## src/rtl/pmrc_map.vh

```
// Constants for the power mode rail control block
`ifndef PMRC_MAP_VH
`define PMRC_MAP_VH
`define PMRC_CLK_MHZ       100
`define PMRC_CH1_DLY_US    2000
`define PMRC_CH3_DLY_US    4000
`define PMRC_CH2_DLY_US    2000
`define PMRC_CH567_DLY_US  4000
`define PMRC_RST_DLY_US    4000
`define PMRC_ST_OFF        3'h0
`define PMRC_ST_CH4        3'h1
`define PMRC_ST_RAMP       3'h2
`define PMRC_ST_RUN        3'h3
`define PMRC_CH_NONE       7'h00
`define PMRC_CH_ALL        7'h7f
`define PMRC_CH_HOLD       7'h0b
`define PMRC_CH_EN         7'h74
`define PMRC_CH1_BIT       0
`define PMRC_CH2_BIT       1
`define PMRC_CH3_BIT       2
`define PMRC_CH4_BIT       3
`endif

```

## src/rtl/pmrc_rail_ctrl.v

```verilog
// Power mode rail control: mode decision, power-up order, reset output
//
// How it works
// Hold and enable both high: all rails on
// Hold only: rails 1,2,4 on, rest off
// Neither hold nor enable: all rails off
// Button enables all rails regardless of pins
// Enable drives 3,5,6,7; hold drives 1,2,4
// Status pin pulled low while button pressed
// Rail 1 after 2ms, rail 3 after 4ms
// Release without hold aborts power-up, all off
// Button press drives reset low until timeout
// Hold, enable, button inputs pass two flops
`timescale 1ns/1ns
`include "pmrc_map.vh"
module pmrc_rail_ctrl
#(
   parameter CH1_CYC   = `PMRC_CH1_DLY_US * `PMRC_CLK_MHZ,
   parameter CH3_CYC   = `PMRC_CH3_DLY_US * `PMRC_CLK_MHZ,
   parameter CH2_CYC   = `PMRC_CH2_DLY_US * `PMRC_CLK_MHZ,
   parameter CH567_CYC = `PMRC_CH567_DLY_US * `PMRC_CLK_MHZ,
   parameter RST_CYC   = `PMRC_RST_DLY_US * `PMRC_CLK_MHZ
)
(
   // Clock and reset
   input  wire       i_clk,
   input  wire       i_resetn,
   // Processor control pins
   input  wire       i_power_hold_in,
   input  wire       i_power_enable_in,
   input  wire       i_push_button_in_n,
   // Power good of rails four and three
   input  wire       i_ch4_good,
   input  wire       i_ch3_good,
   // Rail enables, bit 0 is channel one
   output reg  [6:0] o_channel_en,
   // Open-drain status and reset pins
   output reg        o_button_status_out,
   output reg        o_button_status_out_oe,
   output reg        o_processor_reset_out,
   output reg        o_processor_reset_out_oe
);

   // The delay counters saturate, so a rail that stays good never
   // wraps back below a threshold; 24 bits cover the longest delay
   // at the default clock with room to spare.
   localparam CW = 24;                 // Delay counter width

   // Every pin passes two flops; only the second one is read, so a
   // metastable first stage never reaches the sequencer.
   reg  [1:0]    hold_s_q;             // Hold synchroniser
   reg  [1:0]    en_s_q;               // Enable synchroniser
   reg  [1:0]    btn_s_q;              // Button synchroniser, active low
   reg  [1:0]    g4_s_q;               // Rail four good synchroniser
   reg  [1:0]    g3_s_q;               // Rail three good synchroniser
   reg  [2:0]    state_q;              // Sequencer state
   reg  [2:0]    state_d;
   // Power-up timers and the reset timeout share one width
   reg  [CW-1:0] t4_q;                 // Time rail four has been good
   reg  [CW-1:0] t3_q;                 // Time rail three has been good
   reg  [CW-1:0] rst_q;                // Reset timeout counter
   // Rail sets, bit 0 is channel one
   reg  [6:0]    ramp_q;               // Rails raised by power-up order
   reg  [6:0]    ramp_d;
   reg  [6:0]    chan_d;

   // Synchronised, active-high views of the pins
   wire hold    = hold_s_q[1];
   wire enable  = en_s_q[1];
   wire pressed = ~btn_s_q[1];
   wire good4   = g4_s_q[1];
   wire good3   = g3_s_q[1];

   // Mode mask from the two processor pins
   function [6:0] mode_mask;
      input h;
      input e;
      begin
         mode_mask = (h ? `PMRC_CH_HOLD : `PMRC_CH_NONE) |
                     (e ? `PMRC_CH_EN : `PMRC_CH_NONE);
      end
   endfunction

   // Two-flop synchronisers on every pin input
   always @(posedge i_clk or negedge i_resetn)
   begin
      if (!i_resetn)
      begin
         // Pins idle: button released, everything else low
         hold_s_q <= 2'h0;
         en_s_q   <= 2'h0;
         btn_s_q  <= 2'h3;
         g4_s_q   <= 2'h0;
         g3_s_q   <= 2'h0;
      end
      else
      begin
         hold_s_q <= {hold_s_q[0], i_power_hold_in};
         en_s_q   <= {en_s_q[0], i_power_enable_in};
         btn_s_q  <= {btn_s_q[0], i_push_button_in_n};
         g4_s_q   <= {g4_s_q[0], i_ch4_good};
         g3_s_q   <= {g3_s_q[0], i_ch3_good};
      end
   end

   // Sequencer next state and power-up rail set
   always @*
   begin
      state_d = state_q;
      ramp_d  = ramp_q;
      case (state_q)
         `PMRC_ST_OFF:
         begin
            ramp_d = `PMRC_CH_NONE;
            // Button press starts power-up with rail four
            if (pressed)
               state_d = `PMRC_ST_CH4;
         end
         `PMRC_ST_CH4, `PMRC_ST_RAMP:
         begin
            // Rail four first, the rest follow the good timers
            ramp_d[`PMRC_CH4_BIT] = 1'b1;
            if (good4)
               state_d = `PMRC_ST_RAMP;
            // Rails one and three wait on rail four good
            if (t4_q >= CH1_CYC[CW-1:0])
               ramp_d[`PMRC_CH1_BIT] = 1'b1;
            if (t4_q >= CH3_CYC[CW-1:0])
               ramp_d[`PMRC_CH3_BIT] = 1'b1;
            // Rails two, five, six and seven wait on rail three good
            if (t3_q >= CH2_CYC[CW-1:0])
               ramp_d[`PMRC_CH2_BIT] = 1'b1;
            if (t3_q >= CH567_CYC[CW-1:0])
               ramp_d = `PMRC_CH_ALL;
            // Released without hold: abort; with hold: pins rule
            if (!pressed)
               state_d = hold ? `PMRC_ST_RUN : `PMRC_ST_OFF;
         end
         `PMRC_ST_RUN:
         begin
            // Power-up done; the pins now own the rails
            ramp_d = `PMRC_CH_NONE;
            // Both pins low: system off
            if (!hold && !enable && !pressed)
               state_d = `PMRC_ST_OFF;
         end
         // Unused codes fall back to off
         default:
            state_d = `PMRC_ST_OFF;
      endcase
   end

   // Rail enables from mode, button and power-up order
   always @*
   begin
      // Off state keeps every rail down
      chan_d = `PMRC_CH_NONE;
      if (state_q == `PMRC_ST_RUN)
      begin
         // Normal, sleep or off from the pins
         chan_d = mode_mask(hold, enable);
         if (pressed)
            chan_d = `PMRC_CH_ALL;
      end
      // Power-up: sequenced rails plus whatever the pins ask for
      else if (state_q != `PMRC_ST_OFF)
         chan_d = ramp_d | mode_mask(hold, enable);
   end

   // State, timers and registered outputs
   always @(posedge i_clk or negedge i_resetn)
   begin
      if (!i_resetn)
      begin
         // Rails off, processor held in reset
         state_q                  <= `PMRC_ST_OFF;
         ramp_q                   <= `PMRC_CH_NONE;
         t4_q                     <= {CW{1'b0}};
         t3_q                     <= {CW{1'b0}};
         rst_q                    <= {CW{1'b0}};
         o_channel_en             <= `PMRC_CH_NONE;
         o_button_status_out      <= 1'b0;
         o_button_status_out_oe   <= 1'b0;
         o_processor_reset_out    <= 1'b0;
         o_processor_reset_out_oe <= 1'b1;
      end
      else
      begin
         // Sequencer state and registered rail enables
         state_q      <= state_d;
         ramp_q       <= ramp_d;
         o_channel_en <= chan_d;
         // Time since rail four, then rail three, became good
         if (!good4 || state_q == `PMRC_ST_OFF)
            t4_q <= {CW{1'b0}};
         else if (t4_q != {CW{1'b1}})
            t4_q <= t4_q + 1'b1;
         // Rail three timer restarts whenever the rail drops
         if (!good3 || state_q == `PMRC_ST_OFF)
            t3_q <= {CW{1'b0}};
         else if (t3_q != {CW{1'b1}})
            t3_q <= t3_q + 1'b1;
         // Status pin low while the button is held
         o_button_status_out    <= 1'b0;
         o_button_status_out_oe <= pressed;
         // The reset pin is held while the button is down or rail four
         // is not good, so a manual reset and a brown-out both restart
         // the full timeout once the cause has gone away.
         // Reset low on press, on missing rail four, until timeout
         o_processor_reset_out <= 1'b0;
         if (pressed || !good4)
         begin
            rst_q                    <= {CW{1'b0}};
            o_processor_reset_out_oe <= 1'b1;
         end
         // Timeout reached: let the processor run
         else if (rst_q >= RST_CYC[CW-1:0])
            o_processor_reset_out_oe <= 1'b0;
         else
            rst_q <= rst_q + 1'b1;
      end
   end

endmodule

```

## config.mk

```make
export PLATFORM = sky130hd
export DESIGN_NAME = pmrc_rail_ctrl
export DESIGN_NICKNAME = d
export VERILOG_FILES = /design/src/rtl/pmrc_rail_ctrl.v
export VERILOG_INCLUDE_DIRS = /design/src /design/src/rtl
export SDC_FILE = /design/constraint.sdc
export NUM_CORES = 1
export LEC_CHECK = 0
export ABC_AREA = 1
export ABC_CLOCK_PERIOD_IN_PS = 4000
export BUFFER_PORTS_ARGS = -buffer_cell sky130_fd_sc_hd__buf_2
export CAP_MARGIN = 20
export CORE_MARGIN = 3
export CORE_UTILIZATION = 25
export CTS_BUF_LIST = sky130_fd_sc_hd__clkbuf_16
export DETAILED_ROUTE_END_ITERATION = 7
export PLACE_DENSITY = 0.4
export SLEW_MARGIN = 30
export SYNTH_ARGS = -nofsm -noshare
export SYNTH_HDL_FRONTEND = slang
export SYNTH_SLANG_ARGS = --single-unit
export TNS_END_PERCENT = 20
```

## constraint.sdc

```tcl
create_clock -name i_clk -period 4 [get_ports i_clk]
set_input_delay 1.2 -clock i_clk [delete_from_list [all_inputs] [get_ports i_clk]]
set_output_delay 1.2 -clock i_clk [all_outputs]
set_load 0.1 [all_outputs]
```

==> summary.txt, run 1 <==
Pwr
  – Power per standard cell area: 425.5 nW/um^2
  – Part of the power in the clock network: 35.2%
  – Switch share: 36.79%
  – Logic gate share of total power: ~23%
  – Leak Pwr: 0.003062 uW
  – Design Power: 2638 uW
  – Sequential Power Share: 41.8%
  – Internal power: 1668 uW
  – VDD IR max: 0.0001996 V
  – Switch Pwr: 970.4 uW

Logic synthesis
  – Synth Cell Area: 5518 um^2
  – Post-synthesis cell type count: 38
  – Seq/Total Area, Yosys: 44.97%
  – Synthesized flop and latch total: 99
  – YS warnings: 0
  – Post-Syn Instances: 736
  – Syn avg cell area: 7.497 um^2

Clock network
  – Setup Buffers After CTS: 0
  – Hold-fix buffer count after cts: 0
  – Post-CTS Resized: 0
  – Clk pin slew, worst setup/hold paths: 70 ps
  – Clk_lat worst skew: about 360 ps
  – CTS tree: yes
  – CTS HTree Levels: 3
  – CTS buffer count: 9
  – Root buffer cell: clkbuf_16
  – CTS Buffer Depth: 2
  – Sink Count: 99

Critical path
  – Critical path arrival: 1300 ps
  – Setup CP Type: register to output pin
  – Crit-path leading delay family: flip-flops
  – R2r endpoint: t4_q[0]$_DFFE_PN0P_
  – CP max-delay cell: dfstp_2
  – Worst path depth: 1
  – Crit path buffers/inverters: 1
  – Slowest stage delay, CP: about 530 ps
  – R2R depth: 8
  – Reg-to-reg setup timing slack: 1680 ps
  – Worst path cell trace: buf_2
  – Worst setup path endpoint: o_processor_reset_out_oe
  – Crit end category: output pin
  – FF-to-FF Start: state_q[0]$_DFFE_PN0P_
  – Worst Path Max Fanout: 2
  – Critical Path RT: 2800 ps
  – CP startpoint: o_processor_reset_out_oe$_DFFE_PN1P_
  – Startpoint Class: register

Global route
  – GR Overflow Total: 0
  – Initial antenna violation count: 0
  – Vias in the first global route: 4694
  – Total Routing Usage GR: between 10% and 20%
  – Largest net degree at the start of global routing: 57
  – First-pass GRT wire length: 24.05 mm

Placement
  – Post-DP HPWL: 10.41 mm
  – Dpl ws: between 1500 and 2000 ps
  – Gp weighted congestion: 0.8471
  – Port-buffer cells: 15

Flow run
  – Max-cap viol count: 0

Route
  – Antenna viol nets, final: 0
  – Detailed-route DRC error count: 0
  – 1st-iter DRT viols: 276
  – Via density: 4.578
  – Routed WL: roughly 14 mm
  – Drt pass-1 iters: 4
  – Vias: 4724
  – Drt wl/cell: approximately 14 um

Timing
  – Min Tclk post-route: between 2000 and 2500 ps
  – Relative slew slack: 49.13%
  – Worst Skew: between 10 and 15 ps
  – Setup violators final: 0
  – Slew @ Worst Pin: 762.2 ps
  – Tcrit/Tclk final: 62.49%
  – PnR worst setup slack: 1500 ps
  – Fmax: 0.4001 GHz
  – Final hold vios: 0
  – Fin Setup TNS: 0 ps
  – Slew Viols, Final: 0
  – Unrepaired setup endpoints after global routing: no

Layout
  – Final #Nets: 767
  – Antenna cells: 0
  – Post-layout util: just under 30%
  – Area grow syn2layout: 12.36%
  – Fill cells: between 2000 and 2500
  – Share of layout cells above drive strength 1: 11.62%

Worst hold path
  – Worst Hold Class: register to register

Die
  – Die Width: about 150 um
  – Std cell rows: 53
  – Die Span Y: 154.6 um
  – Die area: ~24000 um^2
  – I/O pin count: 18
  – Core ar.: 21350 um^2
  – Starting density of the core: 25.84%

Run status
  – Outcome: finished, final reports clean
-- registers in the layout (all words and copies together), names as in the netlist --
signal	cells
o_processor_reset_out_oe	1
o_channel_en	7
g3_s_q	2
state_q	2
g4_s_q	2
rst_q	24
btn_s_q	2
ramp_q	6
t4_q	24
en_s_q	2
t3_q	24
o_button_status_out_oe	1
hold_s_q	2
-- placed cells by master (no fill, tap or decap), types with 2 or more instances in the layout --
cell type / count
nand2_1: 206
dfrtp_1: 96
nor2_1: 90
inv_1: 76
nand3_1: 72
nor3_1: 26
nand4_1: 23
o21ai_0: 18
or2_2: 18
buf_2: 14
a21oi_1: 13
inv_2: 12
o31ai_1: 11
clkbuf_16: 9
nor3_2: 8
ha_1: 8
xor2_1: 7
o21ai_1: 6
nand2_2: 5
nand3b_1: 3
a31oi_1: 3
dfstp_2: 3
inv_6: 3
nor4_1: 2
nor2_2: 2
nand3_4: 2
nor3b_1: 2
nor3_4: 2
a21o_1: 2
conb_1: 2
buf_4: 2
-- how the worst min path moves through the flow --
stage	startpoint	cells after the start	endpoint
4_1_cts	g4_s_q[0]$_DFF_PN0_	0	g4_s_q[1]$_DFF_PN0_
5_1_grt	en_s_q[0]$_DFF_PN0_	0	en_s_q[1]$_DFF_PN0_
3_3_place_gp	en_s_q[0]$_DFF_PN0_	0	en_s_q[1]$_DFF_PN0_
2_1_floorplan	en_s_q[0]$_DFF_PN0_	0	en_s_q[1]$_DFF_PN0_
3_5_place_dp	g4_s_q[0]$_DFF_PN0_	0	g4_s_q[1]$_DFF_PN0_
6_report	g4_s_q[0]$_DFF_PN0_	0	g4_s_q[1]$_DFF_PN0_
-- area by class of cell --
cell class              instances  area, um^2  share of cell area (%)
clock buffers                   9       225.2                   3.633
clock inverters                 7       81.33                   1.312
inverters                      89       334.1                   5.388
multi-input cells             536        2629                   42.40
flip-flops and latches         99        2481                   40.02
well taps                     275       344.1                   5.550
repair buffers                 17       105.1                   1.695
-- power by group through the flow --
stage          clock network [uW]  registers (uW)  logic (uW)
3_5_place_dp                    0            1120         618
3_3_place_gp                    0            1120         612
5_1_grt                      1010            1110         668
2_1_floorplan                   0            1370         225
4_1_cts                       971            1100         618
6_report                      929            1100         607
-- stage by stage --
| step | hold WS (ps) | area (um^2) | cells |
|---|---|---|---|
| floorplan | 331.2 | 5522 | 737 |
| global placement | 332.1 | 5893 | 1016 |
| detailed placement | 334.7 | 5893 | 1016 |
| CTS | 354.4 | 6200 | 1032 |
| global route | 370.9 | 6200 | 1032 |
| finish | 350.5 | 6200 | 1032 |
-- cell families (layout without fill, tap and decap cells) --
logic type               Yosys count  after routing  share of synthesized area, %
AND/OR/NAND/NOR                  465            465                         38.96
buffers and inverters            102            122                         7.460
flip-flops                        99             99                         44.97
AO/OA/AOI/OAI                     54             54                         5.624
adder cells (fa/ha/maj)            8              8                         1.814
XOR/XNOR                           7              7                         1.111
other                              1              2                       0.06796
-- metal layers --
metal	vias to the layer above	part of all wire (%)	track usage (%)
met5	-	0	0
met4	0	1.2	2.944
li1	2408	-	-
met1	2243	50	16.99
met2	57	46	19.51
met3	16	3.3	3.022
-- synthesized netlist by cell type (all sizes together) --
| cell | instances | share of area (%) |
|---|---|---|
| nor3b | 2 | 0.27 |
| a21oi | 13 | 1.2 |
| xor2 | 7 | 1.1 |
| nand4 | 24 | 2.8 |
| o31ai | 11 | 1.5 |
| ha | 8 | 1.8 |
| a21o | 2 | 0.27 |
| conb | 1 | 0.068 |
| dfstp | 3 | 1.4 |
| clkinv | 1 | 0.068 |
| nand3b | 3 | 0.41 |
| or2 | 19 | 2.2 |
| inv | 88 | 6.0 |
| dfrtp | 96 | 44 |
| clkbuf | 3 | 0.20 |
| o21ai | 24 | 2.2 |
| buf | 10 | 1.2 |
| a31oi | 3 | 0.34 |
| nor2 | 92 | 6.3 |
| nand3 | 75 | 7.3 |
| nor3 | 36 | 4.4 |
| nand2 | 211 | 15 |
| o221ai | 1 | 0.16 |
| nor4 | 3 | 0.61 |
No activity file was read; power rests on OpenSTA's default activity.
==> run 2: changes to the inputs <==
--- a/config.mk
+++ b/config.mk
@@ -7,14 +7,14 @@
 export NUM_CORES = 1
 export LEC_CHECK = 0
 export ABC_AREA = 1
-export ABC_CLOCK_PERIOD_IN_PS = 4000
+export ABC_CLOCK_PERIOD_IN_PS = 2000
 export BUFFER_PORTS_ARGS = -buffer_cell sky130_fd_sc_hd__buf_2
 export CAP_MARGIN = 20
 export CORE_MARGIN = 3
 export CORE_UTILIZATION = 25
 export CTS_BUF_LIST = sky130_fd_sc_hd__clkbuf_16
 export DETAILED_ROUTE_END_ITERATION = 7
-export PLACE_DENSITY = 0.4
+export PLACE_DENSITY = 0.41
 export SLEW_MARGIN = 30
 export SYNTH_ARGS = -nofsm -noshare
 export SYNTH_HDL_FRONTEND = slang
==> constraint.sdc (replaced) <==
create_clock -name i_clk -period 2 [get_ports i_clk]
set_input_delay 0.6 -clock i_clk [delete_from_list [all_inputs] [get_ports i_clk]]
set_output_delay 0.6 -clock i_clk [all_outputs]
set_load 0.1 [all_outputs]
==> summary.txt, run 2 (synthesis results as in run 1) <==
Run status
  – Outcome: finished, final reports clean

Pwr
  – Power per standard cell area: 819.4 nW/um^2 (+93%)
  – Part of the power in the clock network: 33.0% (-2.2 points)
  – Internal power: 3245 uW (+95%)
  – Logic gate share of total power: 24.4% (+1.4 points)
  – Sequential Power Share: 42.7% (+0.9 points)
  – Switch Pwr: 1945 uW (+100%)
  – Leak Pwr: 0.003138 uW (+2.5%)
  – VDD IR max: 0.0007306 V (+270%)
  – Design Power: 5191 uW (+97%)
  – Switch share: 37.48% (+0.69 points)

Global route
  – GR Overflow Total: 0 (unchanged)
  – First-pass GRT wire length: 23.91 mm (-0.60%)
  – Largest net degree at the start of global routing: 36 (-37%)
  – Vias in the first global route: 4640 (-1.2%)
  – Total Routing Usage GR: 12.34% (+0.025 points)
  – Initial antenna violation count: 0 (unchanged)

Placement
  – Post-DP Area: 6011 um^2 (+2.0%)
  – Gp weighted congestion: 0.8116 (-4.2%)
  – Post-DP HPWL: 10.55 mm (+1.3%)
  – Port-buffer cells: 15 (unchanged)

Critical path
  – Crit-path leading delay family: flip-flops
  – Worst path cell trace: buf_2
  – Crit end category: output pin
  – CP max-delay cell: dfstp_2
  – Setup CP Type: register to output pin
  – Worst Path Max Fanout: 2 (unchanged)
  – Reg-to-reg setup timing slack: 190 ps (-1490 ps)
  – Critical path arrival: 1300 ps (about the same)
  – Crit path buffers/inverters: 1 (unchanged)
  – Slowest stage delay, CP: 530 ps (about the same)
  – Startpoint Class: register
  – Critical Path RT: 1400 ps (-1400 ps)

Route
  – Detailed-route DRC error count: 0 (unchanged)
  – 1st-iter DRT viols: 195 (-29%)
  – Vias: 4753 (+0.61%)
  – Via density: 4.522 (-1.2%)
  – Drt pass-1 iters: 4 (unchanged)
  – Routed WL: 14.06 mm (-1.2%)
  – Drt wl/cell: 13.38 um (-3.0%)
  – Antenna viol nets, final: 0 (unchanged)

Layout
  – Share of layout cells above drive strength 1: 13.79% (+2.2 points)
  – Commonest cells after routing, fill and taps aside: nand2_1 (206), dfrtp_1 (95), nor2_1 (90), inv_1 (76), nand3_1 (72)
  – Area of the multi-input gates: 2629 um^2 (unchanged)
  – Final #Nets: 786 (+2.5%)
  – Sequential Area: 2482 um^2 (about the same)
  – Area grow syn2layout: 14.81%
  – Cell area after layout: 6335 um^2 (+2.2%)
  – Commonest non-fill, non-tap cell in the layout: nand2_1
  – Fill cells: 2334 (+0.30%)
  – Antenna cells: 0 (unchanged)
  – Post-layout util: 29.67% (+0.63 points)
  – Biggest regs: rst_q x24, t3_q x24, t4_q x24

Timing
  – Hold Slack: 131.0 ps (-219.5 ps)
  – Fin Setup TNS: 0 ps (unchanged)
  – Unrepaired setup endpoints after global routing: no
  – Worst Skew: 11.00 ps (-0.5826 ps)
  – Final hold vios: 0 (unchanged)
  – Slew Viols, Final: 0 (unchanged)
  – Fmax: ~0.53 GHz
  – Min Tclk post-route: 1899 ps
  – Tcrit/Tclk final: 94.97%
  – Setup violators final: 0 (unchanged)

Die
  – I/O pin count: 18 (unchanged)
  – Starting density of the core: 25.84% (unchanged)
  – Die area: 23890 um^2 (unchanged)
  – Die Span Y: 154.6 um (unchanged)
  – Core ar.: 21350 um^2 (unchanged)
  – Std cell rows: 53 (unchanged)
  – Die Width: 154.6 um (unchanged)

Flow run
  – Max-cap viol count: 0 (unchanged)

Clock network
  – Root buffer cell: clkbuf_16
  – Clk pin slew, worst setup/hold paths: 80 ps (about the same)
  – Clk_lat worst skew: 350 ps (about the same)
  – CTS HTree Levels: 3 (unchanged)
  – CTS tree: yes
  – Sink Count: 99 (unchanged)
  – CTS Buffer Depth: 2 (unchanged)
  – Hold-fix buffer count after cts: 0 (unchanged)
  – CTS buffer count: 9 (unchanged)

Worst hold path
  – Worst Hold Class: input port to asynchronous set/reset pin
run 2: cell count changes in the layout (fill, tap and decap cells not counted), sizes merged:
cell      change
buf          +19
bufinv        -1
clkinv        +1
clkinvlp      +1
inv           -1
run 2: layout make-up:
class	instances	share of cell area, %
Multi-Input combinational cell	536	41.50
Clock inverter	7	0.9481
Inverter	89	5.274
Timing Repair Buffer	36	4.108
Sequential cell	99	39.19
Clock buffer	9	3.555
Tap cell	275	5.432
run 2: final timing paths:
kind | start | to | cells after the start
worst max-delay path | o_processor_reset_out_oe$_DFFE_PN1P_ | o_processor_reset_out_oe | 1
worst min-delay path | i_resetn | t4_q[17]$_DFFE_PN0P_ | 1
worst max register to register | t3_q[0]$_DFFE_PN0P_ | t3_q[7]$_DFFE_PN0P_ | 8
worst min register to register | en_s_q[0]$_DFF_PN0_ | en_s_q[1]$_DFF_PN0_ | 0
max in group asynchronous | i_resetn | btn_s_q[1]$_DFF_PN1_ | 2
min in group i_clk | i_push_button_in_n | btn_s_q[0]$_DFF_PN1_ | 1
run 2: routing by layer:
layer	global-route usage [%]	wire (um)	vias to the layer above
li1	-	-	2455
met2	19.05	6202	69
met4	3.995	294	0
met5	0	0	-
met3	2.322	391	15
met1	17.46	7171	2214
run 2: per-stage QoR:
| stage | cells | setup WS [ps] |
|---|---|---|
| 2_1_floorplan | 737 | 414.6 |
| 3_3_place_gp | 1030 | 206.0 |
| 3_5_place_dp | 1030 | 137.8 |
| 4_1_cts | 1046 | 72.25 |
| 5_1_grt | 1051 | 27.41 |
| 6_report | 1051 | 100.7 |
run 2: what timing repair did:
| item | CTS | global route |
|---|---|---|
| buffers inserted | 0 | 5 |
| resized for setup | 0 | 1 |
| endpoints found under the setup margin | 0 | 11 |
run 2: power by group through the flow:
stage | sequential, uW | combinational (uW) | clock [uW]
floorplan | 2740 | 451 | 0
CTS | 2210 | 1290 | 1810
global route | 2230 | 1390 | 1880
finish | 2220 | 1270 | 1710
detailed placement | 2250 | 1290 | 0
global placement | 2250 | 1310 | 0
run 2: worst register-to-register path: stages, from the launching register on:
cell	delay, ps
dfrtp_1	440
ha_1	220
inv_2	60
nor3_4	210
nand2_2	110
nor3_4	190
nand3_4	220
buf_4	240
nand2_1	70
